**config.mk**
```make
export PLATFORM = sky130hd
export DESIGN_NAME = sbc_ctrl
export DESIGN_NICKNAME = d
export VERILOG_FILES = /design/src/sbc_fifo.v /design/src/sbc_ctrl.v
export VERILOG_INCLUDE_DIRS = /design/src
export SDC_FILE = /design/constraint.sdc
export NUM_CORES = 1
export LEC_CHECK = 0
export BUFFER_PORTS_ARGS = -buffer_cell sky130_fd_sc_hd__buf_4
export CAP_MARGIN = 0
export CORE_UTILIZATION = 30
export CTS_BUF_LIST = sky130_fd_sc_hd__clkbuf_2 sky130_fd_sc_hd__clkbuf_4 sky130_fd_sc_hd__clkbuf_8
export DETAILED_ROUTE_END_ITERATION = 10
export PLACE_DENSITY = 0.5
export SETUP_SLACK_MARGIN = 0.3
export SLEW_MARGIN = 20
export SYNTH_ARGS = -nofsm -noshare
export SYNTH_HDL_FRONTEND = slang
export SYNTH_HIERARCHICAL = 1
export SYNTH_SLANG_ARGS = --single-unit
```
**constraint.sdc**
```tcl
create_clock -name sys_clk -period 8.6 [get_ports sys_clk]
set_clock_uncertainty 0.1 [all_clocks]
set_input_delay 0.43 -clock sys_clk [delete_from_list [all_inputs] [get_ports sys_clk]]
set_output_delay 0.43 -clock sys_clk [all_outputs]
set_load 0.01 [all_outputs]
```
**src/sbc_regs.vh**
```
`ifndef SBC_REGS_VH
`define SBC_REGS_VH
// sdram command encodings {cs_n, ras_n, cas_n, we_n}
`define SBC_CMD_NOP        4'h7
`define SBC_CMD_ACTIVE     4'h3
`define SBC_CMD_READ       4'h5
`define SBC_CMD_WRITE      4'h4
`define SBC_CMD_BURST_STOP 4'h6
`define SBC_CMD_PRECHARGE  4'h2
`define SBC_CMD_REFRESH    4'h1
`define SBC_CMD_LOAD_MODE  4'h0
`define SBC_CMD_DESELECT   4'hf
// mode register fields
`define SBC_MODE_WB        1'h0
`define SBC_MODE_CAS_LAT   3'h2
`define SBC_MODE_BTYPE     1'h0
`define SBC_MODE_BLEN      3'h7
// address bit 10 selects all banks on precharge
`define SBC_A10_BIT        10
// latency codes presented to the target core
`define SBC_LAT_READ       3'h3
`define SBC_LAT_WRITE      3'h0
// timing in ns, as printed
`define SBC_T_POWERUP_NS   100000
`define SBC_T_REFRESH_NS   15600
`define SBC_CLK_PERIOD_NS  25
// least wait rounds up, refresh interval rounds down
`define SBC_POWERUP_CYC    ((`SBC_T_POWERUP_NS + `SBC_CLK_PERIOD_NS - 1) / `SBC_CLK_PERIOD_NS)
`define SBC_REFRESH_CYC    (`SBC_T_REFRESH_NS / `SBC_CLK_PERIOD_NS)
// gap cycles after the init precharge, each refresh and mode load
`define SBC_GAP_CYC        17'h08
`define SBC_FULL_PAGE      256
`endif

```
**src/sbc_fifo.v**
```verilog
`timescale 1ns/1ps
module sbc_fifo #(
    parameter WIDTH = 32,
    parameter DEPTH = 32,
    parameter AW    = 5
) (
    // clock and reset
    input  wire             sys_clk,
    input  wire             arst_n,
    // fill side
    input  wire             in_valid,
    output wire             in_ready,
    input  wire [WIDTH-1:0] in_data,
    // drain side
    output wire             out_valid,
    input  wire             out_ready,
    output wire [WIDTH-1:0] out_data
);
    reg [WIDTH-1:0] mem [0:DEPTH-1];
    reg [AW-1:0]    wr_ptr;
    reg [AW-1:0]    rd_ptr;
    reg [AW:0]      count;
    wire            push;
    wire            pop;

    assign in_ready  = (count != DEPTH[AW:0]);
    assign out_valid = (count != {(AW+1){1'b0}});
    assign out_data  = mem[rd_ptr];
    assign push      = in_valid && in_ready;
    assign pop       = out_valid && out_ready;

    always @(posedge sys_clk)
    begin
        if (push)
            mem[wr_ptr] <= in_data;
    end

    always @(posedge sys_clk or negedge arst_n)
    begin
        if (!arst_n)
        begin
            wr_ptr <= {AW{1'b0}};
            rd_ptr <= {AW{1'b0}};
            count  <= {(AW+1){1'b0}};
        end
        else
        begin
            if (push)
                wr_ptr <= (wr_ptr == DEPTH[AW-1:0] - 1'b1) ? {AW{1'b0}} : wr_ptr + 1'b1;
            if (pop)
                rd_ptr <= (rd_ptr == DEPTH[AW-1:0] - 1'b1) ? {AW{1'b0}} : rd_ptr + 1'b1;
            if (push && !pop)
                count <= count + 1'b1;
            else if (pop && !push)
                count <= count - 1'b1;
        end
    end
endmodule

```
**src/sbc_ctrl.v**
```verilog
// What this block does
// - wait 100 us before any command
// - present nop throughout power-up wait
// - precharge all banks after wait
// - then exactly two auto refreshes
// - then load mode register, init done
// - mode selects cas latency two, 010
// - full page, sequential, programmed write bursts
// - begin+read flag starts read until end
// - begin+write flag starts write until end
// - auto refresh every 15.6 us
// - ready rises cycle after begin pulse; a begin while refresh is due is dropped
// - read latency code 011, data three later
// - write latency code 000, data coincident
// - end pulse stops burst, precharges all
// - clock enable follows initiator ready in bursts
// - async active-low reset restarts initialization
// - 12-bit muxed address plus bank bit
// - address advances first, data after latency
// - accept two words after write ready drops
`timescale 1ns/1ps
`include "sbc_regs.vh"
module sbc_ctrl #(
    parameter memory_index_width = 20,
    parameter DATA_WIDTH         = 32,
    parameter FIFO_DEPTH         = 32,
    parameter FIFO_AW            = 5,
    parameter POWERUP_CYC        = `SBC_POWERUP_CYC,
    parameter REFRESH_CYC        = `SBC_REFRESH_CYC
) (
    // clock and reset
    input  wire                          sys_clk,
    input  wire                          arst_n,
    // target core back-end
    input  wire                          memspace_cycle,
    input  wire                          read_txn_flag,
    input  wire                          write_txn_flag,
    input  wire [memory_index_width-1:0] mem_index,
    input  wire                          transfer_begin_pulse,
    input  wire                          transfer_end_pulse,
    input  wire                          read_go_strobe,
    input  wire                          write_go_strobe,
    input  wire                          initiator_ready_n,
    output wire                          read_side_ready,
    output wire                          write_side_ready,
    output wire [2:0]                    data_latency_count,
    // write data from the target core
    input  wire [DATA_WIDTH-1:0]         wr_data,
    // sdram pins
    output wire                          mem_chip_select_n,
    output wire                          row_strobe_n,
    output wire                          column_strobe_n,
    output wire                          mem_write_strobe_n,
    output reg                           mem_byte_mask,
    output reg  [11:0]                   mem_addr_mux,
    output reg                           mem_bank,
    output reg                           mem_clock_enable,
    output wire [DATA_WIDTH-1:0]         mem_dq_out,
    output reg                           mem_dq_oe,
    // status
    output wire                          init_done
);
    localparam ST_PWRUP = 10'h001;
    localparam ST_PRE0  = 10'h002;
    localparam ST_REF   = 10'h004;
    localparam ST_MODE  = 10'h008;
    localparam ST_IDLE  = 10'h010;
    localparam ST_ACT   = 10'h020;
    localparam ST_RD    = 10'h040;
    localparam ST_WR    = 10'h080;
    localparam ST_STOP  = 10'h100;
    localparam ST_ARF   = 10'h200;

    reg  [9:0]  state;
    reg  [9:0]  next_state;
    reg  [16:0] wait_cnt;
    reg  [16:0] next_wait_cnt;
    reg  [15:0] ref_cnt;
    reg         ref_due;
    reg  [1:0]  ref_left;
    reg  [1:0]  next_ref_left;
    reg  [3:0]  cmd;
    reg  [3:0]  next_cmd;
    reg         is_read;
    reg         done_seen;
    reg  [memory_index_width-1:0] latched_index;
    reg         inited;
    wire        gap_over;
    wire        ref_served;
    wire        fifo_in_ready;
    wire        fifo_out_valid;
    wire        in_burst;
    wire        wr_push;
    wire        wr_pop;
    reg  [FIFO_AW:0] fill;

    // row is the high part of the index, column the low byte
    function [11:0] row_of;
        input [memory_index_width-1:0] idx;
        reg   [31:0] wide;
        begin
            wide   = 32'h0;
            wide[memory_index_width-1:0] = idx;
            row_of = wide[20:9];
        end
    endfunction

    assign {mem_chip_select_n, row_strobe_n, column_strobe_n, mem_write_strobe_n} = cmd;
    assign gap_over   = (wait_cnt == 17'h0);
    assign in_burst   = state[6] || state[7];
    assign init_done  = inited;
    assign ref_served = state[9] && gap_over;
    assign read_side_ready  = (state[5] || state[6]) && is_read && !done_seen;
    // ready drops early enough that two more words still fit the fifo
    assign write_side_ready = (state[5] || state[7]) && !is_read && !done_seen
                              && (fill < FIFO_DEPTH[FIFO_AW:0] - 2'h2);
    // words are taken from activation on, else the first write never leaves the bank open
    assign wr_push = write_go_strobe && !is_read && (state[5] || state[7]) && fifo_in_ready;
    assign wr_pop  = fifo_out_valid && state[7] && !initiator_ready_n;
    assign data_latency_count = is_read ? `SBC_LAT_READ : `SBC_LAT_WRITE;

    // write data buffer: strobed words are taken as valid when they arrive
    sbc_fifo #(
        .WIDTH (DATA_WIDTH),
        .DEPTH (FIFO_DEPTH),
        .AW    (FIFO_AW)
    ) u_wr_fifo (
        .sys_clk   (sys_clk),
        .arst_n    (arst_n),
        .in_valid  (write_go_strobe && !is_read && (state[5] || state[7])),
        .in_ready  (fifo_in_ready),
        .in_data   (wr_data),
        .out_valid (fifo_out_valid),
        .out_ready (state[7] && !initiator_ready_n),
        .out_data  (mem_dq_out)
    );

    always @*
    begin
        next_state    = state;
        next_wait_cnt = gap_over ? 17'h0 : wait_cnt - 17'h1;
        next_ref_left = ref_left;
        next_cmd      = `SBC_CMD_NOP;
        case (state)
            ST_PWRUP:
                if (gap_over)
                begin
                    next_state = ST_PRE0;
                    next_cmd   = `SBC_CMD_PRECHARGE;
                    next_wait_cnt = `SBC_GAP_CYC;
                end
            ST_PRE0:
                if (gap_over)
                begin
                    next_state    = ST_REF;
                    next_cmd      = `SBC_CMD_REFRESH;
                    next_ref_left = 2'h1;
                    next_wait_cnt = `SBC_GAP_CYC;
                end
            ST_REF:
                if (gap_over)
                begin
                    if (ref_left != 2'h0)
                    begin
                        next_cmd      = `SBC_CMD_REFRESH;
                        next_ref_left = ref_left - 2'h1;
                    end
                    else
                    begin
                        next_state = ST_MODE;
                        next_cmd   = `SBC_CMD_LOAD_MODE;
                    end
                    next_wait_cnt = `SBC_GAP_CYC;
                end
            ST_MODE:
                if (gap_over)
                    next_state = ST_IDLE;
            ST_IDLE:
                if (ref_due)
                begin
                    next_state    = ST_ARF;
                    next_cmd      = `SBC_CMD_REFRESH;
                    next_wait_cnt = `SBC_GAP_CYC;
                end
                else if (transfer_begin_pulse && memspace_cycle
                         && (read_txn_flag || write_txn_flag))
                begin
                    next_state = ST_ACT;
                    next_cmd   = `SBC_CMD_ACTIVE;
                end
            ST_ACT:
                if (done_seen || transfer_end_pulse)
                    next_state = ST_STOP;
                else if (is_read && read_go_strobe)
                begin
                    next_state = ST_RD;
                    next_cmd   = `SBC_CMD_READ;
                end
                else if (!is_read && fifo_out_valid)
                begin
                    next_state = ST_WR;
                    next_cmd   = `SBC_CMD_WRITE;
                end
            ST_RD, ST_WR:
                if (transfer_end_pulse || (done_seen && !fifo_out_valid))
                begin
                    next_state    = ST_STOP;
                    next_cmd      = `SBC_CMD_BURST_STOP;
                end
            ST_STOP:
            begin
                next_state    = ST_IDLE;
                next_cmd      = `SBC_CMD_PRECHARGE;
                next_wait_cnt = 17'h2;
            end
            ST_ARF:
                if (gap_over)
                    next_state = ST_IDLE;
            default:
                next_state = ST_PWRUP;
        endcase
    end

    always @(posedge sys_clk or negedge arst_n)
    begin
        if (!arst_n)
        begin
            state     <= ST_PWRUP;
            wait_cnt  <= POWERUP_CYC[16:0];
            fill      <= {(FIFO_AW+1){1'b0}};
            ref_left  <= 2'h0;
            cmd       <= `SBC_CMD_NOP;
            ref_cnt   <= 16'h0;
            ref_due   <= 1'b0;
            is_read   <= 1'b0;
            done_seen <= 1'b0;
            inited    <= 1'b0;
            latched_index <= {memory_index_width{1'b0}};
        end
        else
        begin
            state    <= next_state;
            wait_cnt <= (state[4] && next_state[4]) ? 17'h0 : next_wait_cnt;
            ref_left <= next_ref_left;
            cmd      <= next_cmd;
            if (wr_push && !wr_pop)
                fill <= fill + 1'b1;
            else if (wr_pop && !wr_push)
                fill <= fill - 1'b1;
            if (state[3] && gap_over)
                inited <= 1'b1;
            if (ref_cnt == REFRESH_CYC[15:0] - 16'h1)
                ref_cnt <= 16'h0;
            else
                ref_cnt <= ref_cnt + 16'h1;
            // a new tick wins over the clear of a served refresh
            if (inited && ref_cnt == REFRESH_CYC[15:0] - 16'h1)
                ref_due <= 1'b1;
            else if (ref_served)
                ref_due <= 1'b0;
            if (state[4] && transfer_begin_pulse && !ref_due)
            begin
                is_read       <= read_txn_flag;
                latched_index <= mem_index;
                done_seen     <= 1'b0;
            end
            else if ((state[5] || in_burst) && transfer_end_pulse)
                done_seen <= 1'b1;
        end
    end

    // address, bank, mask and clock enable follow the command issued
    always @(posedge sys_clk or negedge arst_n)
    begin
        if (!arst_n)
        begin
            mem_addr_mux     <= 12'h0;
            mem_bank         <= 1'b0;
            mem_byte_mask    <= 1'b1;
            mem_clock_enable <= 1'b1;
            mem_dq_oe        <= 1'b0;
        end
        else
        begin
            mem_addr_mux  <= 12'h0;
            mem_byte_mask <= 1'b0;
            mem_dq_oe     <= next_state[7];
            case (next_cmd)
                `SBC_CMD_PRECHARGE:
                    mem_addr_mux[`SBC_A10_BIT] <= 1'b1;
                `SBC_CMD_LOAD_MODE:
                    mem_addr_mux <= {2'h0, `SBC_MODE_WB, 2'h0, `SBC_MODE_CAS_LAT,
                                     `SBC_MODE_BTYPE, `SBC_MODE_BLEN};
                `SBC_CMD_ACTIVE:
                begin
                    mem_addr_mux <= row_of(mem_index);
                    mem_bank     <= mem_index[8];
                end
                `SBC_CMD_READ, `SBC_CMD_WRITE:
                    mem_addr_mux <= {4'h0, latched_index[7:0]};
                default:
                    mem_addr_mux <= 12'h0;
            endcase
            // stalls the device while the bus master inserts waits
            if (next_state[6] || next_state[7])
                mem_clock_enable <= !initiator_ready_n;
            else
                mem_clock_enable <= 1'b1;
        end
    end
endmodule

```
# Word-level counts from Yosys, hierarchy flattened
# Memory sizes are Yosys's and may differ from the RTL's.
# Index checks and enable logic that the tools add are counted.
# Widths: inputs -> output; s select.
[word_totals] mem_bits_rw=1024 inputBits=62 wordCells=166 reg_bits=98 memories=1
[op_classes] reduce_logical=59 add_sub_neg=9 eq_ne=27 muxes=49 order_cmp=1
[memory_table] memory="u_wr_fifo.mem" depth=32 width=32 read_ports=1 rd_clocked_by_memory_dff=0 wr=1 line_no="sbc_fifo.v:19" source="reg [WIDTH-1:0] mem [0:DEPTH-1];"
[ops] cell="$mux 10" n=11
[ops] cell="$pmux 10 s8" n=1
[ops] cell="$mux 17" n=4
[ops] cell="$pmux 17 s3" n=1
[ops] cell="$pmux 10 s3" n=1
[ops] cell="$logic_and 1x1->1" n=28
[ops] cell="$mux 6" n=4
[ops] cell="$pmux 3 s7" n=1
[ops] cell="$logic_not 17->1" n=1
[ops] cell="$sub 17x1->17 const B" n=1
[ops] cell="$add 16x1->16 const B" n=1
[ops] cell="$eq 16x10->1 const B" n=1
[ops] cell="$mux 16" n=1
[ops] cell="$mux 3" n=5
[ops] cell="$mux 2" n=7
[ops] cell="$add 6x1->6 const B" n=2
[ops] cell="$ne 2x2->1 const B" n=6
[ops] cell="$reduce_bool 2->1" n=6
[ops] cell="$sub 6x1->6 const B" n=2
[ops] cell="$add 5x1->5 const B" n=2
[ops] cell="$eq 10x1->1 const B" n=1
[ops] cell="$eq 10x10->1 const B" n=1
[ops] cell="$eq 10x2->1 const B" n=1
[ops] cell="$eq 10x3->1 const B" n=1
[ops] cell="other kinds (27)" n=55

# Depth between registers and ports, before layout
# Gate-level depths: netlist (run 1).
[depth] depth_word=9 mapped_depth=13 depth_no_buf=13

# Modules after synthesis
# Netlist (run 1), hierarchy kept.
[modules_own_cells] mod="sbc_fifo" cells_each=1828 n_inst=1 area_each_um2=39788.2
[modules_own_cells] mod="sbc_ctrl" cells_each=418 n_inst=1 area_each_um2=4257.8

# Worst setup path after synthesis (run 1)
# OpenSTA, ideal clock, no wires.
[synth_path] path_type="reg2reg" start="register state[5]" end="memory u_wr_fifo.mem[12][0] (enable)" t_required_ps=8079 synth_period_minus_slack_ps=3255 setup_time_ps=421 path_buffers=1 arrival_time_ps=2734 stages_incl_launch_ff=9 slack_ps=5345 path_cell_list="dfrtp_1 -> clkbuf_1 -> nor2_1 -> nor2_1 -> and2_1 -> o31ai_4 -> inv_2 -> nand2_1 -> nor2_1"
[synth_via] elab_chain_len=5
[synth_lines] element="from (decl)" line_no="sbc_ctrl.v:74" source="reg [9:0] state;"
[synth_lines] element="from (signal assigned)" line_no="sbc_ctrl.v:242" source="state <= next_state;"
[synth_lines] element="$logic_or 1x1->1" line_no="sbc_ctrl.v:130" source=".in_valid (write_go_strobe && !is_read && (state[5] || state[7])),"
[synth_lines] element="$logic_and 1x1->1" line_no="sbc_ctrl.v:130"
[synth_lines] element="$logic_and 1x1->1" line_no="sbc_fifo.v:29" source="assign push = in_valid && in_ready;"
[synth_lines] element="named net u_wr_fifo.push" line_no="sbc_fifo.v:23" source="wire push;"
[synth_lines] element="$mux 1" line_no="sbc_fifo.v:34" source="if (push)"
[synth_lines] element="$mux 1 (implied by the code)" line_no="sbc_fifo.v:35" source="mem[wr_ptr] <= in_data;"
[synth_lines] element="to (decl)" line_no="sbc_fifo.v:19"
# The timed path passes the listed nets, and every way through them passes these cells.

# Final worst setup path (run 1)
[layout_path] start="register u_wr_fifo.rd_ptr[1]" end="output port mem_dq_out[30]"
[layout_via] elab_chain_len=1
[layout_lines] element="from (decl)" line_no="sbc_fifo.v:21" source="reg [AW-1:0] rd_ptr;"
[layout_lines] element="from (signal assigned)" line_no="sbc_fifo.v:43" source="rd_ptr <= {AW{1'b0}};"
[layout_lines] element="from (signal assigned)" line_no="sbc_fifo.v:51" source="rd_ptr <= (rd_ptr == DEPTH[AW-1:0] - 1'b1) ? {AW{1'b0}} : rd_ptr + 1'b1;"
[layout_lines] element="$mem_v2 32x32"
[layout_lines] element="to (decl)" line_no="sbc_ctrl.v:58" source="output wire [DATA_WIDTH-1:0] mem_dq_out,"
# No other way between the ends.

==> results.py, run 1 <==
metrics = {
    "detailed_routing": {
        "wl_per_cell_um": 25.76,
        "drtPass1Iterations": 5,
        "drc": 0,
        "drt_iter0_drc": 1912,
        "vias": 23550,
        "ant_nets": 0,
        "vias_per_cell": 5.103,
        "drt_wl_total_mm": 118.9,
    },
    "worst_setup_path": {
        "cp_top_family": "buffers and inverters",
        "critPathMaxStageDelay_ns": 0.94,
        "rr_startpoint": "state[7]",
        "crit_path_frequent_cell": "buf_4",
        "end_kind": "output pin",
        "critical_path_buf_inv_count": 3,
        "crit_fanout": 41,
        "arrival_ns": 5.12,
        "cpMaxStageDelayCell": "nor2_4",
        "critPathLaunch": "u_wr_fifo/rd_ptr[1]",
        "path_cells": "buf_4 > nor2_4 > buf_4 > a22o_1 > a2111oi_0 > a311oi_1 > buf_4",
        "critPathLaunchType": "register",
        "critPathKind": "register to output pin",
        "required_ns": 8.07,
    },
    "placement": {
        "placed_area_um2": 47300,
        "place_congestion": 0.7814,
        "port_buffers": 116,
        "dp_hpwl_mm": 62.52,
    },
    "sta": {
        "min_period_ns": 5.650,
        "period_share_pct": 65.69,
        "rsz0062_at_grt": "no",
        "slew_headroom_pct": 27.86,
        "fmax_ghz": 0.1770,
        "drv_slew": 0,
        "final_hold_viol_count": 0,
        "tightest_slew_ns": 1.080,
        "setup_viol": 0,
        "finalSetupTns_ns": 0,
    },
    "power_and_ir_drop": {
        "seqPwrFrac_pct": 55.0,
        "p_sw_share_pct": 21.27,
        "p_leak_nw": 16.49,
        "intPower_mw": 8.546,
        "p_comb_share_pct": 2.1,
        "pwr-share-clk_pct": 43.0,
        "p_per_area_nw_per_um2": 209.9,
        "ir_worst_vdd_mv": 0.1116,
        "netSwitchingPower_mw": 2.309,
    },
    "cts": {
        "cts_tree": "built",
        "cts_buffer_depth": 3,
        "htree_levels": 4,
        "ctsResizeCount": 0,
        "insertion_delay_ns": 0.88,
        "cts.sinks": 1120,
        "cts_hold_buf": 64,
        "ctsRootBufferMaster": "clkbuf_8",
        "clk_pin_slew_ns": 0.06,
        "cts_made_buffers": 190,
        "cts_setup_buffers": 0,
    },
    "global_route": {
        "grt_pass1_vias": 24500,
        "antenna_found_initial": 2,
        "grt_pass1_wl_mm": 169.8,
        "track_usage_pct": 16.03,
        "grt_max_degree": 67,
        "gr-total-overflow": 0,
    },
    "floorplanning": {
        "start_util_pct": 30.22,
        "pin_count": 120,
        "die_h_um": 385.2,
        "die_area_um2": 148400,
        "core_area_um2": 145700,
        "die_x_um": 385.2,
        "num_rows": 140,
    },
    "synthesis": {
        "syn_inst": 2246,
        "synth_cell_type_count": 78,
        "syn_avg_cell_area_um2": 19.61,
        "yosys_register_bits": 1120,
        "synth_area_um2": 44050,
        "synth_area_leaders": "edfxtp_1 (70%), mux4_2 (9.9%), dfrtp_1 (4.8%)",
        "synthFlopType": "edfxtp_1",
        "async_flop_share_pct": 8.571,
        "yosys_warnings": 6,
        "synth_edf_count": 1024,
        "ys_seq_area_share_pct": 75.30,
        "netlist.area_leader.share_pct": 69.81,
        "yosysTopAreaCell": "edfxtp_1",
    },
    "run_status": {
        "status": "finished, final reports clean",
    },
    "job": {
        "drv_cap": 0,
    },
    "layout": {
        "final_nets": 2631,
        "final_common_cell": "edfxtp_1",
        "syn_to_final_growth_pct": 17.40,
        "final_area_um2": 51710,
        "drive_gt1_share_pct": 27.41,
        "layout_common_cells": "edfxtp_1 (1024), clkbuf_8 (199), mux4_2 (193)",
    },
    "worst_hold_path": {
        "min-delay-start": "transfer_begin_pulse",
        "worstHoldPathType": "input port to register",
    },
}
[power groups by stage]
stage	sequential [mW]	combinational, mW	clock [mW]
after CTS	5.97	0.228	4.81
after floorplan	6.08	0.0737	0
after global placement	6.08	0.189	0
final	5.97	0.223	4.66
after global routing	5.97	0.246	5.02
after detailed placement	6.08	0.200	0
[cell type report]
type	count	area [um2]
clock buffer	253	3144
inverter	20	75.07
antenna	2	5.005
clock inverter	90	575.6
fill	13580	94030
timing repair buffer	232	1939
multi-input combinational	981	10390
sequential	1120	33180
tap	1917	2399
[worst reg2reg max path: stages, from the launching register on]
cell and delay (ns):
dfrtp_1 0.54, nor2_1 0.07, nor2_1 0.17, and2_1 0.21
o31ai_4 0.13, inv_2 0.20, nand2_1 0.51, nor2_4 0.98
buf_4 0.61
[layer usage]
metal  wire length [um]  track usage (%)  part of all wire [%]  vias up
li1                   -                -                     -     9883
met1              51880            21.78                    44    12750
met2              58120            26.11                    49      753
met3               6661            3.055                   5.6      163
met4               2211            4.575                   1.9        0
met5                  0                0                     0        -
[flip-flops by register name, summed over array words and instances, names as in the netlist, 2 cells and up]
register / cells
ref_left: 2
u_wr_fifo/wr_ptr: 5
u_wr_fifo/count: 6
u_wr_fifo/rd_ptr: 5
fill: 6
state: 10
ref_cnt: 16
latched_index: 8
u_wr_fifo/mem: 1024
wait_cnt: 17
cmd: 3
mem_addr_mux: 11
[cell families after synthesis]
| group | count (synthesis) | synth area share, % |
|---|---|---|
| flip-flops | 1120 | 75.30 |
| multiplexers | 334 | 13.12 |
| AO/OA/AOI/OAI | 312 | 5.113 |
| AND/OR/NAND/NOR | 266 | 3.173 |
| buffers and inverters | 148 | 1.756 |
| XOR/XNOR | 41 | 0.8153 |
| adder cells (fa/ha/maj) | 24 | 0.7158 |
| other | 1 | 0.008514 |
[worst paths after layout]
path	end	slack (ns)	depth (start not counted)
setup reg to reg	u_wr_fifo/mem[20][28]	4.65	8
max in group asynchronous	u_wr_fifo/rd_ptr[0]	6.85	4
hold / removal	state[7]	0.22	6
min in group asynchronous	cmd[2]	0.54	3
setup / recovery	mem_dq_out[30]	2.95	7
hold reg to reg	ref_cnt[0]	0.36	1
[synth_stat cells (17+ instances only)]
library cell / number
o221ai_1: 62
edfxtp_1: 1024
nand3_1: 17
ha_1: 22
o21ai_0: 23
a22oi_1: 94
dfrtp_1: 84
buf_2: 33
mux2i_1: 128
nor2_1: 85
nor3_1: 17
inv_1: 19
nand2_1: 45
buf_4: 26
clkbuf_1: 58
a21oi_1: 73
mux4_2: 193
xnor2_1: 28
[per-stage QoR]
step	std cells	setup slack (ns)	utilization, %	hold slack [ns]	power [mW]
global route	4614	2.855	35.48	0.1583	11.24
floorplan	2249	5.345	-	0.03441	6.154
global placement	4205	3.971	32.45	0.2829	6.267
CTS	4612	2.891	35.46	0.08440	11.00
finish	4615	2.950	35.48	0.2172	10.85
detailed placement	4205	3.890	32.46	0.2947	6.279
Note: power is estimated with default switching activity, not from simulation.
==> run 2: changes to the inputs <==
Clock period 8.6 ns to 5.5 ns, I/O delays scaled along.
==> run 2 against run 1 <==
Net effect:
- sequential cell count did not move
- via count is 0.91% lower
- power grew 57%
- hold slack got worse by 0.11 ns
- global-route usage decreased by 0.19 points
- clock power grew 58%
- register-to-register slack got worse by 2.9 ns
- first-iteration DRC count is 13% lower
- non-clock buffer count increased by 21
- cell area rose by 0.52%
- combinational power up 67%
- critical path depth is 1 lower
- largest cell class unchanged
- highest routed layer unchanged
==> results.py, run 2 (synthesis gave the netlist of run 1 again) <==
metrics = {
    "detailed_routing": {
        "ant_nets": 0,
        "wl_per_cell_um": 25.23,
        "vias": 23340,
        "vias_per_cell": 5.026,
        "drtPass1Iterations": 5,
        "drc": 0,
        "drt_iter0_drc": 1673,
        "drt_wl_total_mm": 117.1,
    },
    "worst_setup_path": {
        "required_ns": 5.12,
        "cpMaxStageDelayCell": "dfrtp_4",
        "critical_path_buf_inv_count": 2,
        "arrival_ns": 4.30,
        "critPathKind": "register to output pin",
        "end_kind": "output pin",
        "crit_path_frequent_cell": "buf_4",
        "critPathMaxStageDelay_ns": 0.81,
        "crit_fanout": 40,
        "path_cells": "nand3_4 > buf_4 > o221ai_1 > a21oi_1 > a22oi_1 > buf_4",
        "cp_top_family": "compound AO/OA/AOI/OAI gates",
        "regToRegSetupSlack_ns": 1.74,
        "critPathLaunchType": "register",
    },
    "cts": {
        "cts.sinks": 1120,
        "ctsRootBufferMaster": "clkbuf_8",
        "cts_setup_buffers": 0,
        "insertion_delay_ns": 0.87,
        "cts_buffer_depth": 3,
        "ctsResizeCount": 0,
        "htree_levels": 4,
        "cts_made_buffers": 188,
        "clk_pin_slew_ns": 0.06,
        "cts_hold_buf": 79,
        "cts_tree": "built",
    },
    "layout": {
        "regMostFlops": "u_wr_fifo/mem",
        "layout_common_cells": "edfxtp_1 (1024), clkbuf_8 (195), mux4_2 (193)",
        "largest_reg_flops": 1024,
        "final_nets": 2650,
        "syn_to_final_growth_pct": 18.01,
        "largestRegisters": "u_wr_fifo/mem (1024), wait_cnt (17), ref_cnt (16)",
        "final_common_cell": "edfxtp_1",
        "drive_gt1_share_pct": 27.86,
    },
    "sta": {
        "tightest_slew_ns": 1.119,
        "final_hold_viol_count": 0,
        "slew_headroom_pct": 25.22,
        "finalSetupTns_ns": 0,
        "period_share_pct": 84.99,
        "min_period_ns": 4.674,
        "setup_viol": 0,
        "rsz0062_at_grt": "no",
        "drv_slew": 0,
        "fmax_ghz": 0.2139,
        "holdWs_ns": 0.1089,
    },
    "floorplanning": {
        "num_rows": 140,
        "die_x_um": 385.2,
        "start_util_pct": 30.22,
        "pin_count": 120,
        "die_area_um2": 148400,
        "die_h_um": 385.2,
        "core_area_um2": 145700,
    },
    "global_route": {
        "antenna_found_initial": 2,
        "grt_pass1_vias": 24430,
        "grt_max_degree": 89,
        "gr-total-overflow": 0,
        "track_usage_pct": 15.84,
        "grt_pass1_wl_mm": 170.2,
    },
    "worst_hold_path": {
        "worstHoldPathType": "input port to register",
    },
    "job": {
        "drv_cap": 0,
    },
    "placement": {
        "dp_hpwl_mm": 67.29,
        "place_congestion": 0.7664,
        "port_buffers": 116,
    },
    "run_status": {
        "status": "finished, final reports clean",
    },
    "power_and_ir_drop": {
        "p_per_area_nw_per_um2": 327.9,
        "p_leak_nw": 16.63,
        "ir_worst_vdd_mv": 0.1748,
    },
}
## run 2: worst paths after layout
check                                     from              endpoint  cells after the start
min in group asynchronous               arst_n         mem_byte_mask                      3
min                               mem_index[1]      latched_index[1]                      3
max in group asynchronous               arst_n   u_wr_fifo/rd_ptr[1]                      4
min reg2reg                         ref_cnt[0]            ref_cnt[0]                      1
max reg2reg                           state[5]  u_wr_fifo/mem[22][4]                      8
max                        u_wr_fifo/rd_ptr[1]         mem_dq_out[8]                      6
## run 2: tightest hold or removal path, cell delays in order
cell           delay (ns)
dlygate4sd3_1        0.53
buf_4                0.10
mux2_2               0.13
## run 2: power by group
| group | internal (mW) | switching [mW] |
|---|---|---|
| clock | 3.95 | 3.39 |
| sequential | 9.32 | 0.0153 |
| combinational | 0.138 | 0.234 |
| total | 13.4 | 3.64 |
## run 2: routing by layer
metal,GRT usage (%),vias up,share of wire [%]
met5,0,-,0
met4,5.212,0,2.5
met3,3.130,192,5.1
met2,26.41,672,49
met1,20.64,12520,43
li1,-,9949,-
## run 2: stage by stage
stage                     power, mW  cell area (um2)  worst slack, ns  instances  util (%)
after global placement        9.820            47380            1.255       4209     32.51
after CTS                     17.28            51920           0.6102       4639     35.63
after global routing          17.64            51970           0.6871       4642     35.66
after floorplan               9.622            44060            2.245       2249         -
after detailed placement      9.837            47390            1.595       4210     32.52
final                         17.05            51980           0.8257       4643     35.66
## run 2: final cells by class
type	instances	area, um2
Fill cell	13550	93760
Clock inverter	87	539.3
Inverter	20	75.07
Timing Repair Buffer	253	2193
Sequential cell	1120	33180
Tap cell	1917	2399
Antenna cell	2	5.005
Multi-Input combinational cell	981	10390
Clock buffer	263	3194
